**src/hdl/i2c_read_pkg.sv**
```systemverilog
package i2c_read_pkg;

	// ==========================================================
	// Bus states, one-hot
	typedef enum logic [6:0] {
		st_idle = 7'h01,
		st_ctrl = 7'h02,
		st_cmd = 7'h04,
		st_ackout = 7'h08,
		st_tx = 7'h10,
		st_ackin = 7'h20,
		st_ignore = 7'h40
	} bus_state_t;

	// ==========================================================
	// Command byte layout, first bit on the wire is the MSB
	typedef struct packed {
		logic [4:0] register_address_field;
		logic [1:0] command_code_field;
		logic dont_care;
	} cmd_byte_t;

	// ==========================================================
	// Constants
	localparam logic [6:0] target_address_bits = 7'h60;
	localparam logic [1:0] cmd_read = 2'h3;
	localparam logic [3:0] bits_per_byte = 4'h8;
	localparam logic [4:0] dac_last_addr = 5'h07;
	localparam logic [4:0] status_addr = 5'h0A;
	localparam logic [4:0] vol_last_addr = 5'h0B;
	localparam logic [4:0] nv_first_addr = 5'h10;
	localparam logic [4:0] nv_last_addr = 5'h1B;
	localparam int flag_bit = 6;
	localparam logic [4:0] pointer_reset = 5'h00;
	localparam logic [15:0] word_reset = 16'h0000;

endpackage : i2c_read_pkg

```
**src/hdl/i2c_register_read_path.sv**
```systemverilog
`timescale 1ns/1ps

// Function
// RQ1 - Master sends control, read command byte, restart, then control with read bit set.
// RQ2 - Read without command byte returns the last addressed register.
// RQ3 - Continuous read returns successive words while the master acknowledges.
// RQ4 - During a nonvolatile write only volatile locations may be read.
// RQ5 - Master ends continuous read with not-acknowledge then Stop or Restart.
// RQ6 - Status register holds the write-active flag, readable repeatedly.
// RQ7 - After a bad command release data line and ignore bus until Start.
// RQ8 - Words go out MSB byte first; command byte is address, code 11, spare.
// RQ9 - Last register address survives Start and Stop conditions.
// RQ10 - Invalid or unimplemented command is not acknowledged until next Start.
// RQ11 - Nonvolatile pointer during nonvolatile write answers with not-acknowledge.
// RQ12 - With latch pin high, DAC register reads return the live output value.
module i2c_register_read_path (
	input wire logic clk,
	input wire logic nrst,
	input wire logic scl_in,
	input wire logic sda_in,
	input wire logic output_latch_pin,
	input wire logic eeprom_write_active_flag,
	input wire logic [15:0] reg_rdata,
	input wire logic [15:0] dac_out_rdata,
	output logic sda_out,
	output logic sda_oe,
	output logic [4:0] reg_addr
);

	logic [2:0] sync_q;
	logic scl_s, sda_s, latch_s;
	logic scl_d, sda_d, next_scl_d, next_sda_d;
	logic start_det, stop_det, scl_rise, scl_fall;

	i2c_read_pkg::bus_state_t state, next_state, after, next_after;
	logic [3:0] bitcnt, next_bitcnt;
	logic [7:0] shreg, next_shreg, txsh, next_txsh;
	logic [15:0] word, next_word, src_word;
	logic byte_hi, next_byte_hi, acked, next_acked;
	logic [4:0] next_pointer;
	logic next_sda_oe, next_sda_out;
	i2c_read_pkg::cmd_byte_t cmd;
	logic byte_done, addr_match, cmd_ok, cmd_accept, ptr_readable;

	function automatic logic is_nv(input logic [4:0] a);
		is_nv = (a >= i2c_read_pkg::nv_first_addr) && (a <= i2c_read_pkg::nv_last_addr);
	endfunction : is_nv

	// ==========================================================
	// Pin sampling and bus conditions
	sync2 #(.W(3)) u_sync (
		.clk(clk),
		.nrst(nrst),
		.d({scl_in, sda_in, output_latch_pin}),
		.q(sync_q)
	);

	assign scl_s = sync_q[2];
	assign sda_s = sync_q[1];
	assign latch_s = sync_q[0];

	always_comb begin
		next_scl_d = scl_s;
		next_sda_d = sda_s;
	end

	always_ff @(posedge clk or negedge nrst) begin
		if (!nrst) begin
			scl_d <= 1'b1;
			sda_d <= 1'b1;
		end else begin
			scl_d <= next_scl_d;
			sda_d <= next_sda_d;
		end
	end

	assign start_det = scl_s && scl_d && sda_d && !sda_s;
	assign stop_det = scl_s && scl_d && !sda_d && sda_s;
	assign scl_rise = scl_s && !scl_d;
	assign scl_fall = !scl_s && scl_d;

	// ==========================================================
	// Decoding
	assign cmd = i2c_read_pkg::cmd_byte_t'(shreg);
	assign byte_done = scl_fall && (bitcnt == i2c_read_pkg::bits_per_byte) && !start_det && !stop_det;
	assign addr_match = (shreg[7:1] == i2c_read_pkg::target_address_bits);
	// Only reads are served here; any other code counts as undefined
	assign cmd_ok = (cmd.command_code_field == i2c_read_pkg::cmd_read) // RQ8
		&& ((cmd.register_address_field <= i2c_read_pkg::vol_last_addr) || is_nv(cmd.register_address_field))
		&& !(is_nv(cmd.register_address_field) && eeprom_write_active_flag); // RQ4
	assign cmd_accept = (state == i2c_read_pkg::st_cmd) && byte_done && cmd_ok;
	assign ptr_readable = !(is_nv(reg_addr) && eeprom_write_active_flag); // RQ11

	always_comb begin
		src_word = reg_rdata;
		if ((reg_addr <= i2c_read_pkg::dac_last_addr) && latch_s) begin
			src_word = dac_out_rdata; // RQ12
		end
		if (reg_addr == i2c_read_pkg::status_addr) begin
			src_word[i2c_read_pkg::flag_bit] = eeprom_write_active_flag; // RQ6
		end
	end

	// ==========================================================
	// Bus state machine
	always_comb begin
		next_state = state;
		next_after = after;
		next_bitcnt = bitcnt;
		next_shreg = shreg;
		next_txsh = txsh;
		next_word = word;
		next_byte_hi = byte_hi;
		next_acked = acked;
		next_pointer = reg_addr;
		next_sda_out = 1'b0;
		if (start_det) begin
			// Repeated start lands here too; pointer is untouched
			next_state = i2c_read_pkg::st_ctrl; // RQ1
			next_bitcnt = 4'h0;
		end else if (stop_det) begin
			next_state = i2c_read_pkg::st_idle; // RQ9
		end else begin
			case (state)
				i2c_read_pkg::st_ctrl, i2c_read_pkg::st_cmd: begin
					if (scl_rise && (bitcnt != i2c_read_pkg::bits_per_byte)) begin
						next_shreg = {shreg[6:0], sda_s};
						next_bitcnt = bitcnt + 4'h1;
					end else if (byte_done) begin
						next_state = i2c_read_pkg::st_ignore; // RQ7
						if (state == i2c_read_pkg::st_ctrl) begin
							if (addr_match && !shreg[0]) begin
								next_state = i2c_read_pkg::st_ackout;
								next_after = i2c_read_pkg::st_cmd;
							end else if (addr_match && ptr_readable) begin
								// Read without a command reuses the held pointer
								next_state = i2c_read_pkg::st_ackout; // RQ2
								next_after = i2c_read_pkg::st_tx;
								next_word = src_word;
								next_byte_hi = 1'b1;
							end
						end else if (cmd_accept) begin
							next_pointer = cmd.register_address_field; // RQ9
							next_state = i2c_read_pkg::st_ackout;
							next_after = i2c_read_pkg::st_cmd;
						end
					end
				end
				i2c_read_pkg::st_ackout: begin
					if (scl_fall) begin
						next_state = after;
						next_bitcnt = 4'h0;
						next_txsh = word[15:8]; // RQ8
					end
				end
				i2c_read_pkg::st_tx: begin
					if (scl_rise && (bitcnt != i2c_read_pkg::bits_per_byte)) begin
						next_bitcnt = bitcnt + 4'h1;
					end else if (byte_done) begin
						next_state = i2c_read_pkg::st_ackin;
					end else if (scl_fall) begin
						next_txsh = {txsh[6:0], 1'b1};
					end
				end
				i2c_read_pkg::st_ackin: begin
					if (scl_rise) begin
						next_acked = !sda_s;
					end else if (scl_fall) begin
						next_bitcnt = 4'h0;
						next_state = i2c_read_pkg::st_tx;
						if (!acked) begin
							next_state = i2c_read_pkg::st_ignore; // RQ5
						end else if (byte_hi) begin
							next_byte_hi = 1'b0;
							next_txsh = word[7:0]; // RQ8
						end else if (ptr_readable) begin
							// Same location again, so status can be polled in one transfer
							next_byte_hi = 1'b1; // RQ3
							next_word = src_word; // RQ6
							next_txsh = src_word[15:8];
						end else begin
							next_state = i2c_read_pkg::st_ignore; // RQ4
						end
					end
				end
				i2c_read_pkg::st_idle, i2c_read_pkg::st_ignore: begin
					next_state = state; // RQ10
				end
				default: begin
					next_state = i2c_read_pkg::st_idle;
				end
			endcase
		end
		// Open drain: only ever pull low, released everywhere else
		next_sda_oe = (next_state == i2c_read_pkg::st_ackout)
			|| ((next_state == i2c_read_pkg::st_tx) && !next_txsh[7]); // RQ7
	end

	always_ff @(posedge clk or negedge nrst) begin
		if (!nrst) begin
			state <= i2c_read_pkg::st_idle;
			after <= i2c_read_pkg::st_idle;
			bitcnt <= 4'h0;
			shreg <= 8'h00;
			txsh <= 8'hFF;
			word <= i2c_read_pkg::word_reset;
			byte_hi <= 1'b0;
			acked <= 1'b0;
			reg_addr <= i2c_read_pkg::pointer_reset;
			sda_oe <= 1'b0;
			sda_out <= 1'b0;
		end else begin
			state <= next_state;
			after <= next_after;
			bitcnt <= next_bitcnt;
			shreg <= next_shreg;
			txsh <= next_txsh;
			word <= next_word;
			byte_hi <= next_byte_hi;
			acked <= next_acked;
			reg_addr <= next_pointer;
			sda_oe <= next_sda_oe;
			sda_out <= next_sda_out;
		end
	end
endmodule : i2c_register_read_path

```
**src/hdl/sync2.sv**
```systemverilog
`timescale 1ns/1ps

module sync2 #(
	parameter int W = 1
) (
	input wire logic clk,
	input wire logic nrst,
	input wire logic [W-1:0] d,
	output logic [W-1:0] q
);

	logic [W-1:0] meta;
	logic [W-1:0] next_meta;
	logic [W-1:0] next_q;

	// ==========================================================
	// Two-stage synchroniser; the first stage feeds only the second
	always_comb begin
		next_meta = d;
		next_q = meta;
	end

	always_ff @(posedge clk or negedge nrst) begin
		if (!nrst) begin
			meta <= '0;
			q <= '0;
		end else begin
			meta <= next_meta;
			q <= next_q;
		end
	end

endmodule : sync2
```
**config.mk**
```make
export PLATFORM = sky130hd
export DESIGN_NAME = i2c_register_read_path
export DESIGN_NICKNAME = d
export VERILOG_FILES = /design/src/hdl/i2c_read_pkg.sv /design/src/hdl/i2c_register_read_path.sv /design/src/hdl/sync2.sv
export SDC_FILE = /design/constraint.sdc
export NUM_CORES = 1
export LEC_CHECK = 0
export ABC_AREA = 1
export CORE_MARGIN = 3
export CORE_UTILIZATION = 50
export CTS_CLUSTER_SIZE = 28
export DETAILED_ROUTE_END_ITERATION = 10
export DONT_BUFFER_PORTS = 1
export PLACE_DENSITY = 0.62
export REMOVE_ABC_BUFFERS = 1
export SYNTH_ARGS = -nofsm -noshare
export SYNTH_HDL_FRONTEND = slang
export SYNTH_SLANG_ARGS = --single-unit
```
**constraint.sdc**
```tcl
create_clock -name clk -period 2.95 [get_ports clk]
set_clock_uncertainty 0.05 [all_clocks]
set_input_delay 0.59 -clock clk [delete_from_list [all_inputs] [get_ports clk]]
set_output_delay 0.59 -clock clk [all_outputs]
set_load 0.03 [all_outputs]
```
==> results of run 1 <==
cell type report:
| type | instances | area share |
|---|---|---|
| multi-input cells | 305 | 0.4347 |
| well taps | 77 | 0.02561 |
| clock inverters | 3 | 0.01796 |
| repair buffers | 1 | 0.007316 |
| clock buffers | 13 | 0.04223 |
| flip-flops and latches | 62 | 0.4164 |
| inverters | 56 | 0.05587 |
final timing paths:
kind                                 from              to  slack [ps]  cells after the start
setup / recovery                bitcnt[0]         word[0]         740                     11
hold / removal                       nrst           sda_d          40                      0
setup reg to reg                bitcnt[0]         word[0]         740                     11
hold reg to reg            u_sync.meta[1]     u_sync.q[1]         300                      0
max in group asynchronous            nrst        word[15]        2570                      1
min in group clk                   sda_in  u_sync.meta[1]         230                      0
power groups by stage:
stage / combinational, mW / clock, mW / sequential [mW]
floorplan: 0.134 / 0 / 0.944
global placement: 0.162 / 0 / 0.950
detailed placement: 0.165 / 0 / 0.950
CTS: 0.185 / 0.860 / 0.936
global route: 0.209 / 0.902 / 0.941
finish: 0.182 / 0.841 / 0.936
kinds of logic after synthesis:
family          after synthesis  synth area share
simple gates                222            0.2892
buf+inv                      64           0.07949
compound gates               62            0.1194
flops                        62            0.4504
mux                          18           0.05324
fa+ha+maj                     2          0.007193
other cells                   1          0.001078
flip-flops by register name (all words and copies together) (netlist names), 3 cells and up:
signal	flops
word	16
cmd	8
txsh	8
state	7
reg_addr	5
bitcnt	4
after	3
u_sync.meta	3
u_sync.q	3
per-layer routing:
metal  GRT usage  up-vias  wire, µm
li1            -     1391         -
met1      0.3057     1283      3674
met2      0.3155       62      3327
met3     0.04977        7       331
met4     0.04330        0        63
met5           0        -         0
per-stage QoR:
| step | cells | area, µm² | worst slack, ps | total power [mW] | hold slack (ps) |
|---|---|---|---|---|---|
| final | 517 | 3762 | 743.8 | 1.959 | 43.55 |
| after global routing | 517 | 3762 | 510.1 | 2.052 | 23.50 |
| after CTS | 517 | 3762 | 745.2 | 1.980 | 33.60 |
| after detailed placement | 500 | 3508 | 749.4 | 1.115 | 246.1 |
| after global placement | 500 | 3508 | 789.2 | 1.112 | 246.4 |
| after floorplan | 423 | 3412 | 1021 | 1.078 | 244.4 |
critical path: cells and delay by family (launching register included):
family	cells	cell delay, ps
adder cells (fa/ha/maj)	1	180
AO/OA/AOI/OAI	3	480
AND/OR/NAND/NOR	5	770
buffers and inverters	2	190
flip-flops	1	380
synth_stat cells (3+ instances only):
master / instances / area [µm²]
o21ai_0: 30 / 150.1
nor2_1: 28 / 105.1
nor3_1: 3 / 15.01
inv_1: 50 / 187.7
dfrtp_1: 50 / 1251
dfstp_2: 12 / 315.3
o21ai_2: 17 / 148.9
nor2_2: 4 / 25.02
nand3_2: 5 / 50.05
a21oi_1: 6 / 30.03
nand2_1: 131 / 491.7
nand2_2: 9 / 56.30
nand4_1: 5 / 31.28
inv_2: 6 / 22.52
nor2_4: 4 / 45.04
nand3_1: 26 / 130.1
mux2_2: 4 / 45.04
mux2i_1: 14 / 140.1
what timing repair did:
item | CTS | global route
gates resized for setup | 0 | 0
hold endpoints to repair | 50 | 0
hold buffers | 1 | 0
==> qor.txt, run 1 <==
min cycle time layout: 2206 ps
drt total wl: 7396 µm
ys async rst share: 1.000
clock sink total: 62
Max-cap violations: 0
clk buf depth: 2
area of the core: 6531 µm²
EDFF count, synth: 0
die height: 89.41 µm
CP endpoint kind: flop
Crit path required time: 3090 ps
max-slew violations: 0
n_diodes: 0
CP Launch Type: flop
Die X: 89.41 µm
Sequential Power Share: 0.478
First DRT Iteration DRCs: 139
Worst Tran Pin Value: 1051 ps
Final nets: 475
commonest non-fill, non-tap cells in the layout: nand2_1, inv_1, dfrtp_1, o21ai_0, nor2_1
crit share post-route: 0.7479
largest stage delay on the critical path: 380 ps
crit-path max FO: 33
Yosys reg bits: 62
grt total ovfl: 0
Hold Violations, Final: 0
Cell Area, Synth: 3478 µm²
Pwr Density: 520.6 nW/µm²
switching share of power: 0.2361
largest net degree at the start of global routing: 51
Max VDD drop: 0.4178 mV
Via-to-Cell Ratio: 5.306
Top FF cell, synth: dfrtp_1
routability cong.: 0.9257
most common cell after layout, fill and taps aside: nand2_1
Leak: 1.914 nW
worst-skew pair later-pin latency: 330 ps
Synth Warn #: 0
Reg area: 1567 µm²
WP data arrival: 2350 ps
first drt pass iteration count: 4
P&R area growth vs syn: 8.166%
register area share after synthesis: 0.4504
layout cells sized above 1: 0.1886
Die ar.: 7993 µm²
total track usage: 0.2084
IO buf count: 0
Worst-path clk slew: 70 ps
CTS HTree Levels: 3
Final Setup Violations: 0
vias in the first global route: 2709
cell internal pwr: 1.496 mW
CTS tree: yes
RSZ-0062 raised after global routing: no
Synth cell types: 37
DR vias: 2743
Critical Path, Cell by Cell: inv_1, ha_1, nand3_2, nor2_4, inv_2, nand2_1, o21ai_2, nor2_2, o211ai_4, nand2_1, o21ai_2
Sw Pwr: 0.4625 mW
clock network fraction of total power: 0.429
post-CTS setup repair buffer count: 0
Initial Util: 0.5326
slowest CP cell: dfrtp_1
dpl hpwl: 5410 µm
first-pass GRT wire length: 12850 µm
root buffer cell: clkbuf_8
io pins: 45
Post-Synthesis Mean Instance Area: 8.070 µm²
slew margin rel.: 0.2959
final core occ: 0.5761
DR WL/cell: 14.31 µm
worst hold path class: primary input to asynchronous set/reset pin
Fin Setup TNS: 0 ps
Post-route DRC: 0
logic gate share of total power: 0.093
Gate Count Post-Synth: 431
status: completed
fmax: 0.4533 GHz
row count: 29
critical path type: flop to flop
total CTS buffers: 9
fillers: 630
DRT antenna net count: 0
multi-input logic area: 1635 µm²
initial antenna violation count: 0
No activity file was read; power rests on OpenSTA's default activity.
==> inputs of run 2 (changes only) <==
clock period = 2.1 ns   (was 2.95 ns; I/O delays follow)
==> run 2 against run 1 <==
Clock-buffer cell count down 4. Cell area is 2.4% higher. Fmax grew 12%. Hold slack better by 17 ps. Critical endpoint is now word[13]. Largest power group unchanged. Highest routed layer unchanged.
==> qor.txt, run 2 (synthesized netlist as in run 1, its figures left out) <==
DR WL/cell: 13.89 µm (-2.9%)
Critical Path, Cell by Cell: inv_2, ha_2, nand3_4, nor2_4, inv_2, nand2_1, o21ai_2, nor2_2, o211ai_4, buf_12, nand2_1, o21ai_2
Largest regs: word (16), cmd (8), txsh (8)
status: completed
clock sink total: 62 (unchanged)
DRT antenna net count: 0 (unchanged)
Post-route DRC: 0 (unchanged)
RSZ-0062 raised after global routing: no
largest stage delay on the critical path: 400 ps (+20 ps)
Cell Count, Final, Fillers Out: 530 (+2.5%)
Die ar.: 7993 µm² (unchanged)
max-slew violations: 0 (unchanged)
min cycle time layout: 1967 ps (-238.7 ps)
Initial Util: 0.5326 (unchanged)
setup slack, reg-to-reg: 130 ps (-610 ps)
Worst-path clk slew: 80 ps (about the same)
row count: 29 (unchanged)
n_diodes: 0 (unchanged)
root buffer cell: clkbuf_8
layout cells sized above 1: 0.2208 (+0.03211)
crit-path max FO: 14 (-58%)
Top reg by flops: word
Critical path buffers and inverters: 3 (+1)
Leak: 1.967 nW (+2.8%)
DR vias: 2756 (+0.47%)
delay-heaviest family, CP: simple AND/OR/NAND/NOR gates
CTS HTree Levels: 3 (unchanged)
worst setup path start: bitcnt[0]
area of the core: 6531 µm² (unchanged)
Final nets: 488 (+2.7%)
WP data arrival: 2140 ps (-210 ps)
IO buf count: 0 (unchanged)
final hold slack: 60.46 ps (+16.91 ps)
CTS tree: yes
total track usage: 0.2020 (-0.006409)
met2 WL post-DR: 3207 µm (-3.6%)
first-pass GRT wire length: 12360 µm (-3.8%)
first drt pass iteration count: 4 (unchanged)
placed instance count: 508 (+1.6%)
Via-to-Cell Ratio: 5.200 (-2.0%)
P&R area growth vs syn: 10.72%
fillers: 597 (-5.2%)
vias in the first global route: 2631 (-2.9%)
Pwr Density: 647.4 nW/µm² (+24%)
CP endpoint kind: flop
Fin Setup TNS: 0 ps (unchanged)
dpl hpwl: 5483 µm (+1.4%)
slowest CP cell: dfrtp_1
most common cell after layout, fill and taps aside: nand2_1
First DRT Iteration DRCs: 114 (-18%)
io pins: 45 (unchanged)
drt total wl: 7361 µm (-0.47%)
Final Setup Violations: 0 (unchanged)
CP Launch Type: flop
crit share post-route: 0.9369 (+0.1890)
Top Layer Used: met4
largest net degree at the start of global routing: 63 (+24%)
routed wl met3: 423 µm (+28%)
worst-skew pair later-pin latency: 330 ps (about the same)
Crit path required time: 2270 ps (-820 ps)
grt total ovfl: 0 (unchanged)
total CTS buffers: 9 (unchanged)
RR Startpoint: bitcnt[0]
commonest non-fill, non-tap cells in the layout: nand2_1, dfrtp_1, inv_1, o21ai_0, nor2_1
Hold Path Origin: scl_in
Max-cap violations: 0 (unchanged)
initial antenna violation count: 0 (unchanged)
clk buf depth: 2 (unchanged)
number of flip-flops in the largest register: 16 (unchanged)
Max VDD drop: 0.5520 mV (+32%)
routability cong.: 0.9688 (+4.7%)
worst hold path class: primary input to flop
fmax: 0.5083 GHz (+12%)
Hold Violations, Final: 0 (unchanged)
die height: 89.41 µm (unchanged)
Metal-1 WL: 3658 µm (-0.44%)
Die X: 89.41 µm (unchanged)
critical path type: flop to flop
run 2: layout make-up:
cell class | count | area [µm²] | area share
multi-input cells | 305 | 1645 | 0.4272
flip-flops and latches | 62 | 1567 | 0.4068
inverters | 56 | 210.2 | 0.05458
repair buffers | 14 | 157.7 | 0.04094
clock buffers | 9 | 123.9 | 0.03216
well taps | 77 | 96.34 | 0.02502
clock inverters | 7 | 51.30 | 0.01332
run 2: per-stage QoR:
step                      setup slack (ps)  area (µm²)  total power, mW    util
after global placement               141.1        3581            1.564  0.5483
after global routing                 10.15        3851            2.629  0.5897
after detailed placement             49.34        3581            1.565  0.5483
after floorplan                      171.4        3412            1.514       -
after CTS                            32.37        3794            2.518  0.5808
final                                132.5        3851            2.493  0.5897
run 2: worst paths after layout:
check	endpoint	cells past startpoint
max	word[13]	12
min	u_sync.meta[2]	0
max reg2reg	word[13]	12
min reg2reg	u_sync.q[0]	0
max in group asynchronous	after[0]	2
min in group asynchronous	state[1]	2
run 2: report_power, final:
group	leakage, nW	internal (mW)	switching (mW)
Sequential	0.805	1.28	0.0333
Combinational	1.08	0.0878	0.173
Clock	0.0852	0.429	0.489
Total	1.97	1.80	0.695
run 2: per-layer routing:
layer  vias up  global-route usage
met5         -                   0
met4         0             0.05277
met3         7             0.05346
met2        63              0.3094
met1      1275              0.2848
li1       1411                   -
run 2: what timing repair did:
action	CTS	global route
hold buffers	2	0
endpoints found under the setup margin	0	15
gates resized for setup	0	4
endpoints found under the hold margin	62	0
buffers inserted	0	3
